===== config.mk =====
export PLATFORM = sky130hd
export DESIGN_NAME = adcc_top
export DESIGN_NICKNAME = d
export VERILOG_FILES = /design/src/core/adcc_pkg.sv /design/src/core/adcc_top.sv
export VERILOG_INCLUDE_DIRS = /design/src /design/src/core
export SDC_FILE = /design/constraint.sdc
export NUM_CORES = 1
export LEC_CHECK = 0
export BUFFER_PORTS_ARGS = -buffer_cell sky130_fd_sc_hd__buf_2
export CORE_MARGIN = 2
export CORE_UTILIZATION = 50
export CTS_BUF_LIST = sky130_fd_sc_hd__clkbuf_2
export CTS_CLUSTER_DIAMETER = 50
export DETAILED_ROUTE_END_ITERATION = 16
export PLACE_DENSITY_LB_ADDON = 0.1
export SETUP_SLACK_MARGIN = 0.05
export SLEW_MARGIN = 20
export SYNTH_ARGS = -nofsm -noshare
export SYNTH_HDL_FRONTEND = slang
export SYNTH_SLANG_ARGS = --single-unit

===== constraint.sdc =====
create_clock -name ref_clk_i -period 2.18 [get_ports ref_clk_i]
set_clock_uncertainty 0.05 [all_clocks]
set_input_delay 0.327 -clock ref_clk_i [delete_from_list [all_inputs] [get_ports ref_clk_i]]
set_output_delay 0.327 -clock ref_clk_i [all_outputs]
set_load 0.02 [all_outputs]

===== src/core/adcc_consts.svh =====
/*
 * register offsets, field positions, reset values and timing counts
 * of the converter control block; definitions only.
 * assumes a 10 MHz clock for the derived cycle counts.
 */
`ifndef ADCC_CONSTS_SVH
`define ADCC_CONSTS_SVH

// ------------------------------------------------------------
// register map (byte addresses on the 32-bit bus)
// ------------------------------------------------------------
`define ADCC_OFF_CSR      12'h000
`define ADCC_OFF_RESULT   12'h004
`define ADCC_OFF_ISTAT    12'h008
`define ADCC_OFF_IMASK    12'h00C

// ------------------------------------------------------------
// field positions and reset values
// ------------------------------------------------------------
`define ADCC_BIT_DONE     7
`define ADCC_BIT_ON       5
`define ADCC_CSR_RST      8'h00
`define ADCC_RESULT_RST   8'h00
`define ADCC_EV_DONE      0
`define ADCC_EV_OVERRUN   1

// ------------------------------------------------------------
// timing
// ------------------------------------------------------------
`define ADCC_CLK_HZ       10000000
`define ADCC_STAB_NS      30000
`define ADCC_CLK_MHZ      (`ADCC_CLK_HZ / 1000000)
`define ADCC_STAB_CYC     ((`ADCC_STAB_NS * `ADCC_CLK_MHZ + 999) / 1000)
`define ADCC_CONV_CYC     64
`define ADCC_SAMPLE_CYC   32

`endif


===== src/core/adcc_pkg.sv =====
/*
 * types shared by the converter control block.
 * assumes adcc_consts.svh for the numeric constants.
 */
package adcc_pkg;

    // converter sequencer, one-hot
    typedef enum logic [3:0] {
        ADCC_OFF    = 4'b0001,
        ADCC_STAB   = 4'b0010,
        ADCC_SAMPLE = 4'b0100,
        ADCC_CONV   = 4'b1000
    } adcc_state_t;

    // control/status register image
    typedef struct packed {
        logic       done;
        logic       rsv6;
        logic       on;
        logic       rsv4;
        logic       rsv3;
        logic [2:0] chan;
    } adcc_csr_t;

endpackage : adcc_pkg


===== src/core/adcc_top.sv =====
/*
 * control logic of an 8-bit successive-approximation converter:
 * apb register slave, stabilisation timer, 64-cycle conversion
 * sequencer, result register and a sticky/masked event output.
 * assumes an external analog mux, sample switch, dac and a
 * comparator whose output is high while input >= trial code.
 */
// Decided for this implementation: the APB interface to the registers and the address map.
// What this block does
// - each finished conversion is stored as an 8-bit unsigned result
// - channel_select bits 2:0 pick analog input 0 through 7
// - after converter_on, wait about 30 us then convert continuously
// - one conversion lasts 64 cycles, the first ~31.5 sampling
// - done sets conversion_done_flag bit 7; irq_o signals masked done/overrun events
// - reading the result or writing the csr clears the done flag
// - a csr write aborts and restarts conversion with new settings
// - converter_on is software-only; while 0 nothing converts
// - inputs above/below references give FFh/00h, no overflow flag
// - wait mode does not affect the converter
// - halt disables it; after halt stabilisation is repeated
// - bit 4 of the csr always reads 0
// - result register is read-only and resets to zero
`timescale 1ns/100ps
`include "adcc_consts.svh"

module adcc_top
    import adcc_pkg::*;
#(
    parameter int STAB_CYC = `ADCC_STAB_CYC
) (
    // clock and reset
    input  wire logic        ref_clk_i,
    input  wire logic        arst_n_i,
    // apb slave
    input  wire logic        psel_i,
    input  wire logic        penable_i,
    input  wire logic        pwrite_i,
    input  wire logic [11:0] paddr_i,
    input  wire logic [31:0] pwdata_i,
    output logic      [31:0] prdata_o,
    output logic             pready_o,
    output logic             pslverr_o,
    // power mode from the system controller
    input  wire logic        halt_i,
    // analog front end
    output logic      [2:0]  chan_sel_o,
    output logic             conv_on_o,
    output logic             sample_o,
    output logic      [7:0]  trial_code_o,
    input  wire logic        cmp_i,
    // event interrupt
    output logic             irq_o
);

    // the stabilisation counter is 16 bits; refuse what it cannot count
    if (STAB_CYC < 1 || STAB_CYC > 65535) begin : g_stab_check
        $error("STAB_CYC out of range");
    end

    // ------------------------------------------------------------
    // helpers
    // ------------------------------------------------------------
    function automatic logic [7:0] onehot8(input logic [2:0] idx);
        onehot8 = 8'h01 << idx;
    endfunction : onehot8

    // ------------------------------------------------------------
    // apb decode
    // ------------------------------------------------------------
    logic [31:0] prdata_reg;
    adcc_csr_t   csr_reg;
    logic [7:0]  result_reg;
    logic [1:0]  istat_reg;
    logic [1:0]  imask_reg;
    wire         setup     = psel_i & ~penable_i;
    wire         access    = psel_i & penable_i;
    wire         hit_csr   = paddr_i == `ADCC_OFF_CSR;
    wire         hit_res   = paddr_i == `ADCC_OFF_RESULT;
    wire         hit_ist   = paddr_i == `ADCC_OFF_ISTAT;
    wire         hit_msk   = paddr_i == `ADCC_OFF_IMASK;
    wire         mapped    = hit_csr | hit_res | hit_ist | hit_msk;
    wire         wr_csr    = access & pwrite_i & hit_csr;
    wire         rd_res    = access & ~pwrite_i & hit_res;
    wire         wr_ist    = access & pwrite_i & hit_ist;
    wire         wr_msk    = access & pwrite_i & hit_msk;
    wire [31:0]  rd_mux    = hit_csr ? {24'h000000, csr_reg} :
                             hit_res ? {24'h000000, result_reg} :
                             hit_ist ? {30'h00000000, istat_reg} :
                             hit_msk ? {30'h00000000, imask_reg} :
                             32'h00000000;

    // read data captured in setup so the answer comes from a flop
    assign pready_o  = access;
    assign pslverr_o = access & ~mapped;
    assign prdata_o  = prdata_reg;

    always_ff @(posedge ref_clk_i or negedge arst_n_i) begin
        if (!arst_n_i) begin
            prdata_reg <= 32'h00000000;
        end else if (setup) begin
            prdata_reg <= rd_mux;
        end
    end

    // ------------------------------------------------------------
    // comparator synchroniser (3 flops, 2nd and 3rd must agree)
    // ------------------------------------------------------------
    logic [2:0] cmp_sync_reg;
    logic       cmp_hold_reg;
    wire        cmp_agree = cmp_sync_reg[1] == cmp_sync_reg[2];
    wire        cmp_val   = cmp_agree ? cmp_sync_reg[2] : cmp_hold_reg;

    always_ff @(posedge ref_clk_i or negedge arst_n_i) begin
        if (!arst_n_i) begin
            cmp_sync_reg <= 3'h0;
            cmp_hold_reg <= 1'b0;
        end else begin
            cmp_sync_reg <= {cmp_sync_reg[1:0], cmp_i};
            cmp_hold_reg <= cmp_val;
        end
    end

    // ------------------------------------------------------------
    // sequencer
    // ------------------------------------------------------------
    adcc_state_t state_reg, state_next;
    logic [15:0] stab_cnt_reg;
    logic [5:0]  cyc_reg;
    logic [7:0]  trial_reg;
    // a csr write restarts; halt or converter off stops everything
    wire         run       = csr_reg.on & ~halt_i;
    wire         stab_end  = stab_cnt_reg == 16'(STAB_CYC - 1);
    wire         samp_end  = cyc_reg == 6'(`ADCC_SAMPLE_CYC - 1);
    wire         bit_slot  = cyc_reg[1:0] == 2'h3;
    wire [2:0]   bit_idx   = ~cyc_reg[4:2];
    wire         conv_end  = cyc_reg == 6'(`ADCC_CONV_CYC - 1);
    // keep the trial bit when the input is at or above the trial
    wire [7:0]   kept      = cmp_val ? trial_reg :
                             trial_reg & ~onehot8(bit_idx);
    wire         conv_done = (state_reg == ADCC_CONV) & conv_end & run
                             & ~wr_csr;
    wire         restart   = wr_csr & pwdata_i[`ADCC_BIT_ON] & ~halt_i
                             & (state_reg != ADCC_OFF)
                             & (state_reg != ADCC_STAB);

    // next state; halt drops to off so wakeup re-runs stabilisation
    always_comb begin
        state_next = state_reg;
        unique case (state_reg)
            ADCC_OFF: begin
                if (run) state_next = ADCC_STAB;
            end
            ADCC_STAB: begin
                if (!run) state_next = ADCC_OFF;
                else if (stab_end) state_next = ADCC_SAMPLE;
            end
            ADCC_SAMPLE: begin
                if (!run) state_next = ADCC_OFF;
                else if (samp_end) state_next = ADCC_CONV;
            end
            ADCC_CONV: begin
                if (!run) state_next = ADCC_OFF;
                else if (conv_end) state_next = ADCC_SAMPLE;
            end
        endcase
        if (restart) state_next = ADCC_SAMPLE;
        if (wr_csr && !pwdata_i[`ADCC_BIT_ON]) state_next = ADCC_OFF;
    end

    always_ff @(posedge ref_clk_i or negedge arst_n_i) begin
        if (!arst_n_i) begin
            state_reg <= ADCC_OFF;
        end else begin
            state_reg <= state_next;
        end
    end

    // stabilisation counter runs only while waiting
    always_ff @(posedge ref_clk_i or negedge arst_n_i) begin
        if (!arst_n_i) begin
            stab_cnt_reg <= 16'h0000;
        end else if (state_reg == ADCC_STAB && run) begin
            stab_cnt_reg <= stab_cnt_reg + 16'h0001;
        end else begin
            stab_cnt_reg <= 16'h0000;
        end
    end

    // conversion cycle counter, 0..63, sampling occupies 0..31
    always_ff @(posedge ref_clk_i or negedge arst_n_i) begin
        if (!arst_n_i) begin
            cyc_reg <= 6'h00;
        // a restart inside sampling must rewind the count as well
        end else if (restart || (state_next == ADCC_SAMPLE
                     && state_reg != ADCC_SAMPLE)) begin
            cyc_reg <= 6'h00;
        end else if (state_reg == ADCC_SAMPLE
                     || state_reg == ADCC_CONV) begin
            cyc_reg <= cyc_reg + 6'h01;
        end else begin
            cyc_reg <= 6'h00;
        end
    end

    // successive approximation, four cycles per bit, msb first
    always_ff @(posedge ref_clk_i or negedge arst_n_i) begin
        if (!arst_n_i) begin
            trial_reg <= 8'h00;
        end else if (state_reg == ADCC_SAMPLE && samp_end) begin
            trial_reg <= 8'h80;
        end else if (state_reg == ADCC_CONV && bit_slot) begin
            if (bit_idx != 3'h0) begin
                trial_reg <= kept | onehot8(3'(bit_idx - 3'h1));
            end else begin
                trial_reg <= kept;
            end
        end
    end

    // ------------------------------------------------------------
    // result and control/status
    // ------------------------------------------------------------
    // read-only result, overwritten by every conversion
    always_ff @(posedge ref_clk_i or negedge arst_n_i) begin
        if (!arst_n_i) begin
            result_reg <= `ADCC_RESULT_RST;
        end else if (conv_done) begin
            result_reg <= kept;
        end
    end

    // done flag: hardware set wins over a result read
    wire done_next = conv_done ? 1'b1 :
                     (rd_res | wr_csr) ? 1'b0 :
                     csr_reg.done;

    always_ff @(posedge ref_clk_i or negedge arst_n_i) begin
        if (!arst_n_i) begin
            csr_reg <= `ADCC_CSR_RST;
        end else begin
            csr_reg.done <= done_next;
            if (wr_csr) begin
                csr_reg.on   <= pwdata_i[`ADCC_BIT_ON];
                csr_reg.chan <= pwdata_i[2:0];
                csr_reg.rsv6 <= pwdata_i[6];
                csr_reg.rsv3 <= pwdata_i[3];
            end
            csr_reg.rsv4 <= 1'b0;
        end
    end

    // ------------------------------------------------------------
    // events: done and overrun, write one to clear, set wins
    // ------------------------------------------------------------
    wire [1:0] ev_set = {conv_done & csr_reg.done, conv_done};
    wire [1:0] ev_clr = wr_ist ? pwdata_i[1:0] : 2'h0;

    always_ff @(posedge ref_clk_i or negedge arst_n_i) begin
        if (!arst_n_i) begin
            istat_reg <= 2'h0;
            imask_reg <= 2'h0;
        end else begin
            istat_reg <= (istat_reg & ~ev_clr) | ev_set;
            if (wr_msk) imask_reg <= pwdata_i[1:0];
        end
    end

    // level output; masks reset closed so nothing fires unasked
    assign irq_o = |(istat_reg & imask_reg);

    // ------------------------------------------------------------
    // analog front end drive
    // ------------------------------------------------------------
    // halt only, never wait, gates power: wait has no input here
    assign conv_on_o    = run;
    assign chan_sel_o   = csr_reg.chan;
    assign sample_o     = state_reg == ADCC_SAMPLE;
    assign trial_code_o = trial_reg;

    // ------------------------------------------------------------
    // checks
    // ------------------------------------------------------------
    // cycles since the last completion; a csr write or a stop breaks the
    // chain, so only undisturbed back-to-back conversions are timed
    logic [6:0] since_done_reg;
    logic       chain_reg;

    always_ff @(posedge ref_clk_i or negedge arst_n_i) begin
        if (!arst_n_i) begin
            since_done_reg <= 7'h00;
            chain_reg      <= 1'b0;
        end else if (conv_done) begin
            since_done_reg <= 7'h00;
            chain_reg      <= 1'b1;
        end else if (wr_csr || !run) begin
            chain_reg      <= 1'b0;
        end else if (since_done_reg != 7'h7F) begin
            since_done_reg <= since_done_reg + 7'h01;  // saturates, no wrap
        end
    end
endmodule : adcc_top


==> results of run 1 <==
==> power by group through the flow <==
stage          clock, uW  sequential [uW]  combinational (uW)
2_1_floorplan          0             1240                 111
3_3_place_gp           0             1240                 146
3_5_place_dp           0             1240                 148
4_1_cts              620             1220                 157
5_1_grt              674             1220                 176
6_report             583             1220                 159
==> final cells by class <==
class | instances | area [um2] | share of cell area, %
Clock buffer | 10 | 50.0 | 1.23
Sequential cell | 65 | 1630 | 40.1
Tap cell | 96 | 120 | 2.96
Inverter | 15 | 56.3 | 1.39
Clock inverter | 6 | 35.0 | 0.863
Timing Repair Buffer | 74 | 480 | 11.8
Multi-Input combinational cell | 278 | 1690 | 41.6
==> tightest hold or removal path: cells and delay by family <==
| kind | cells | cell delay, ps |
|---|---|---|
| buffers and inverters | 1 | 150 |
| AO/OA/AOI/OAI | 1 | 140 |
| AND/OR/NAND/NOR | 1 | 70 |
==> how the worst max path moves through the flow <==
stage               slack, ps  depth (start not counted)                       end
finish                    210                          6                 pslverr_o
global route               50                          4                  sample_o
CTS                       130                          4                  sample_o
detailed placement        -50                          7  imask_reg[0]$_DFFE_PN0P_
global placement          -30                          7  imask_reg[0]$_DFFE_PN0P_
floorplan                  80                          5  imask_reg[0]$_DFFE_PN0P_
==> cell families after synthesis <==
logic type                 Yosys count  share of synthesized area, %
and+or+nand+nor                    141                          20.7
AOI/OAI and AO/OA                   79                          14.2
DFF                                 65                          45.9
buffers and inverters               56                          8.86
xor gates and xnor gates            20                          4.94
muxes                                9                          3.53
adders and majority gates            5                          1.69
other                                1                         0.106
==> what timing repair did <==
action                                 in CTS  in global routing
hold buffers                                6                  2
buffers inserted                            0                  0
setup endpoints to repair                   0                  1
endpoints found under the hold margin      69                  2
gates resized for setup                     0                  1
==> cell usage after synthesis (all sizes together) (6+ instances only) <==
| master | n |
|---|---|
| xor2 | 11 |
| a21oi | 11 |
| a211oi | 7 |
| nor2 | 28 |
| dfrtp | 64 |
| buf | 30 |
| inv | 14 |
| nand4 | 7 |
| xnor2 | 9 |
| clkbuf | 11 |
| o31ai | 6 |
| nor4 | 6 |
| nand2 | 57 |
| nand3 | 11 |
| o21ai | 34 |
==> per-stage QoR <==
stage                     power (uW)  std cells  utilization, %  hold slack, ps  cell area, um2
final                           1960        544            59.4             203            4060
after global routing            2070        544            59.4             148            4060
after CTS                       1990        542            59.1           0.892            4040
after detailed placement        1390        520            57.0             317            3890
after global placement          1380        520            57.0             283            3890
after floorplan                 1350        399               -           -18.6            3630
==> per-layer routing <==
metal | share of wire, % | up-vias | track usage, %
li1 | - | 1399 | -
met1 | 46 | 1324 | 27.2
met2 | 47 | 89 | 32.7
met3 | 5.5 | 4 | 5.00
met4 | 0.72 | 0 | 7.99
met5 | 0 | - | 0
==> metrics.yaml, run 1 <==
start_util_pct: 51.9
hold_start: "paddr_i[3]"
crit_start: "paddr_i[1]"
p_comb_share_pct: 8.1
r2r_start: "cyc_reg[0]$_DFF_PN0_"
grt_pass1_vias: 2625
yosysWarnings: 0
seq_area_frac_synth_pct: 45.9
final_max_slew_viol_count: 0
syn_avg_cell_area_um2: 9.42
wire_per_inst_um: 14.1
powerDensity_mw_per_mm2: 482
fin_crit_ps: 1970
drv_cap: 0
dieArea_mm2: 0.00778
wl_um: 7650
ant_nets: 0
io_pins: 99
crit_buf_inv: 3
antenna_found_initial: 0
fmaxAchievable_mhz: 507
cellLeakagePower_uw: 0.00191
rr_worst_depth: 6
pwr-share-clk_pct: 29.8
ys.flop_type: "dfrtp_1"
die_w_um: 88.2
synth_area_leader_cell: "dfrtp_1"
vias_per_cell: 5.18
remaining_drc_errors: 0
ff2ff_setup_slack_ps: 280
grtUsageTotal_pct: 20.6
via_count: 2816
slowest_delay_ps: 570
yosysTopAreaCellShare_pct: 45.2
switching_share_pct: 28.0
holdPathStages: 3
first_pass_iters: 4
insertion_delay_ps: 480
syn_inst: 376
grt_pass1_wl_um: 12400
seq_power_share_pct: 62.1
cpMaxStageDelayCell: "or4_4"
die_y_um: 88.2
p_sw_uw: 549
post-route-period-util_pct: 90.4
num-fill-cells: 646
final_hold_viol_count: 0
cp_data_required_time_ps: 1800
reg2reg_to: "cyc_reg[0]$_DFF_PN0_"
clock-sinks: 65
crit_type: "input pin to output port"
cp_common_cell: "buf_2"
portBuffers: 48
setup_ws_ps: 209
cts_tree: "done"
fp-row-count: 30
synth-edff-count: 0
grt_overflow: 0
gp_congestion: 0.848
synth_cell_types: 62
worstPathArrival_ps: 1590
path_cells: "buf_2 -> or4_4 -> nor4_4 -> buf_4 -> nor2_1 -> buf_2"
crit_fanout: 5
synth_area_leaders: "dfrtp_1 45%, nand2_1 6.0%, buf_4 5.7%, o21ai_0 4.0%, nor2_1 3.0%"
end_kind: "output port"
layout_common_cells: "64 x dfrtp_1, 57 x nand2_1, 48 x buf_2"
drtIter0Drc: 173
p_int_uw: 1410
largest_register_ffs: 16
clk_pin_slew_worst_paths_ps: 180
cts_buffers: 9
setup_viol_count_final: 0
hp-class: "input pin to flip-flop"
area_growth_pct: 14.6
clockBufferDepth: 2
final_common_cell: "dfrtp_1"
rsz0062_at_grt: "false"
diodes: 0
num-nets-final: 498
critPathLaunchType: "input pin"
root_buffer: "clkbuf_2"
status: "finished clean"
ir_worst_vdd_mv: 0.234
netlist_area_mm2: 0.00354
grt_max_degree: 66
fin_setup_tns_ps: 0
drive_gt1_share_pct: 22.3
hpwl_um: 5540
core_area_mm2: 0.00683
ys_ff_latch: 65
holdPathEnd: "csr_reg[7]$_DFFE_PN0P_"
path_delay_family: "simple AND/OR/NAND/NOR gates"
synthArstFlopShare_pct: 100
post-place-ws_ps: -51.2
htreeDepth: 3
(Power assumes the default switching activity.)
==> run 2: changes to the inputs <==
- ABC_AREA: default -> 1
==> metrics.yaml, run 2 <==
status: "finished clean"
cp_data_required_time_ps: 1800  # about the same
htreeDepth: 3  # unchanged
worstPathArrival_ps: 1600  # about the same
synth_area_leaders: "dfrtp_1 45%, nand2_1 8.2%, nor2_1 7.4%, inv_1 7.0%, buf_4 5.9%"
hold_ws_ps: 31.6  # -172 ps
path_cells: "inv_1 -> nand2_1 -> nor2_1 -> buf_2"
synth_top_family_by_area: "simple AND/OR/NAND/NOR gates"
synth_cell_types: 32  # -48%
synth_xor_area_share_pct: 0.492  # -4.5 points
fmaxAchievable_mhz: 506  # -0.31%
clk_pin_slew_worst_paths_ps: 210  # +30 ps
clock-sinks: 65  # unchanged
num-nets-final: 573  # +15%
cpMaxStageDelayCell: "dfrtp_1"
switching_share_pct: 29.1  # +1.1 points
synthArstFlopShare_pct: 100  # unchanged
core_area_mm2: 0.00683  # unchanged
synth.most_common_cell: "nand2_1"
ir_worst_vdd_mv: 0.418  # +79%
multi_input_area_mm2: 0.00154  # -9.0%
power_uw: 2630  # +34%
muxShareOfSynthArea_pct: 2.22  # -1.3 points
cts_resized: 0  # unchanged
die_w_um: 88.3  # +0.18%
hp-class: "input pin to flip-flop"
fin_crit_ps: 1980  # +6.16 ps
tightest_slew_ps: 583
ff_latch_area_mm2: 0.00163  # unchanged
syn_inst: 455  # +21%
post-place-ws_ps: 156  # +207 ps
grt_pass1_vias: 2768  # +5.4%
syn_avg_cell_area_um2: 7.82  # -17%
diodes: 0  # unchanged
wire_per_inst_um: 11.6  # -17%
cellLeakagePower_uw: 0.00208  # +9.3%
synth_area_leader_cell: "dfrtp_1"
final_common_cell: "nand2_1"
cts_setup_buffers: 0  # unchanged
pwr-share-clk_pct: 36.8  # +7.0 points
synth_commonest_cells: "78 x nand2_1, 70 x nor2_1, 66 x inv_1"
root_buffer: "clkbuf_2"
end_kind: "output port"
netlist_area_mm2: 0.00356  # +0.39%
final_max_slew_viol_count: 0  # unchanged
start_util_pct: 52.1  # +0.20 points
ys.flop_type: "dfrtp_1"
slew_headroom_pct: 60.8
crit_fanout: 6  # +1
synth-edff-count: 0  # unchanged
setup_viol_count_final: 0  # unchanged
post-route-period-util_pct: 90.7  # +0.28 points
cts_tree: "done"
yosysTopAreaCellShare_pct: 45.0  # -0.17 points
grt_pass1_wl_um: 12000  # -3.0%
rsz0062_at_grt: "false"
setup_ws_ps: 203  # -6.16 ps
cts_buffers: 9  # unchanged
seq_area_frac_synth_pct: 45.8  # -0.18 points
seq_power_share_pct: 48.5  # -14 points
largest_register_ffs: 16  # unchanged
drive_gt1_share_pct: 17.2  # -5.1 points
layout_common_cells: "78 x nand2_1, 70 x nor2_1, 66 x inv_1"
crit_buf_inv: 2  # -1
grt_max_degree: 39  # -41%
dieArea_mm2: 0.00780  # +0.36%
powerDensity_mw_per_mm2: 650  # +35%
synth_compound_area_share_pct: 13.1  # -1.1 points
yosysWarnings: 0  # unchanged
p_sw_uw: 767  # +40%
via_count: 3042  # +8.0%
antenna_found_initial: 0  # unchanged
gp_congestion: 0.911  # +7.4%
vias_per_cell: 4.91  # -5.1%
crit_type: "flip-flop to output port"
ant_nets: 0  # unchanged
ys_ff_latch: 65  # unchanged
fp-row-count: 30  # unchanged
io_pins: 99  # unchanged
slowest_delay_ps: 480  # -90 ps
wl_um: 7210  # -5.7%
critPathLaunchType: "flip-flop"
drv_cap: 0  # unchanged
path_delay_family: "flip-flops"
first_pass_iters: 5  # +1
drtIter0Drc: 146  # -16%
hpwl_um: 5490  # -1.0%
p_int_uw: 1860  # +32%
num-fill-cells: 668  # +3.4%
final_hold_viol_count: 0  # unchanged
synth-simple-area-share_pct: 23.5  # +2.8 points
remaining_drc_errors: 0  # unchanged
insertion_delay_ps: 510  # +30 ps
clockBufferDepth: 2  # unchanged
portBuffers: 48  # unchanged
area_growth_pct: 13.8
p_comb_share_pct: 14.7  # +6.6 points
grt_overflow: 0  # unchanged
fin_setup_tns_ps: 0  # unchanged
synth_fa_ha_area_share_pct: 1.41  # -0.29 points
grtUsageTotal_pct: 19.7  # -0.83 points
die_y_um: 88.3  # +0.18%
[run 2: kinds of logic after synthesis]
logic type	count (synthesis)
xor gates and xnor gates	2
buffers and inverters	98
AOI/OAI and AO/OA	84
DFF	65
and+or+nand+nor	194
adders and majority gates	4
other	1
muxes	7
[run 2: routing by layer]
layer  GRT usage [%]  vias to the layer above  wire length, um
met4            9.78                        0              180
li1                -                     1563                -
met5               0                        -                0
met2            30.6                       78             3280
met1            26.8                     1384             3420
met3            3.36                       17              326
[run 2: path summary, 6_finish.rpt]
check | from | end | slack [ps] | cells past startpoint
worst max-delay path | state_reg[3]$_DFF_PN0_ | sample_o | 200 | 4
worst min-delay path | pwdata_i[0] | chan_sel_o[0]$_DFFE_PN0N_ | 30 | 3
worst max register to register | state_reg[2]$_DFF_PN0_ | result_reg[6]$_DFFE_PN0P_ | 250 | 5
worst min register to register | cmp_sync_reg[0]$_DFF_PN0_ | cmp_sync_reg[1]$_DFF_PN0_ | 330 | 0
max in group asynchronous | arst_n_i | state_reg[0]$_DFF_PN1_ | 1380 | 3
min in group asynchronous | arst_n_i | chan_sel_o[0]$_DFFE_PN0N_ | 260 | 3
[run 2: power by group through the flow]
stage          Clock (uW)  Combinational [uW]  Sequential [uW]
6_report              967                 388             1270
5_1_grt              1030                 443             1280
4_1_cts               988                 389             1280
3_5_place_dp            0                 381             1300
3_3_place_gp            0                 377             1300
2_1_floorplan           0                 279             1310
[run 2: through the flow]
step	instance area (um2)	std cells	util, %
2_1_floorplan	3640	478	-
3_3_place_gp	3830	598	56.1
3_5_place_dp	3830	598	56.1
4_1_cts	4050	619	59.3
5_1_grt	4050	619	59.3
6_report	4050	619	59.3
[run 2: final cells by class]
type	count	area share, %
Sequential cell	65	40.2
Multi-Input combinational cell	315	38.0
Timing Repair Buffer	60	8.47
Inverter	67	6.33
Tap cell	96	2.97
Clock inverter	7	2.94
Clock buffer	9	1.11
[run 2: worst register-to-register path: stages, from the launching register on]
cell and delay (ps):
dfrtp_1 470, inv_1 130, nand2_1 60, nor2_1 240
nand4_1 460, mux2_2 430
[run 2: what timing repair did]
item | 4_1_cts | 5_1_grt
hold endpoints to repair | 68 | 0
hold buffers | 5 | 0
setup endpoints to repair | 0 | 1
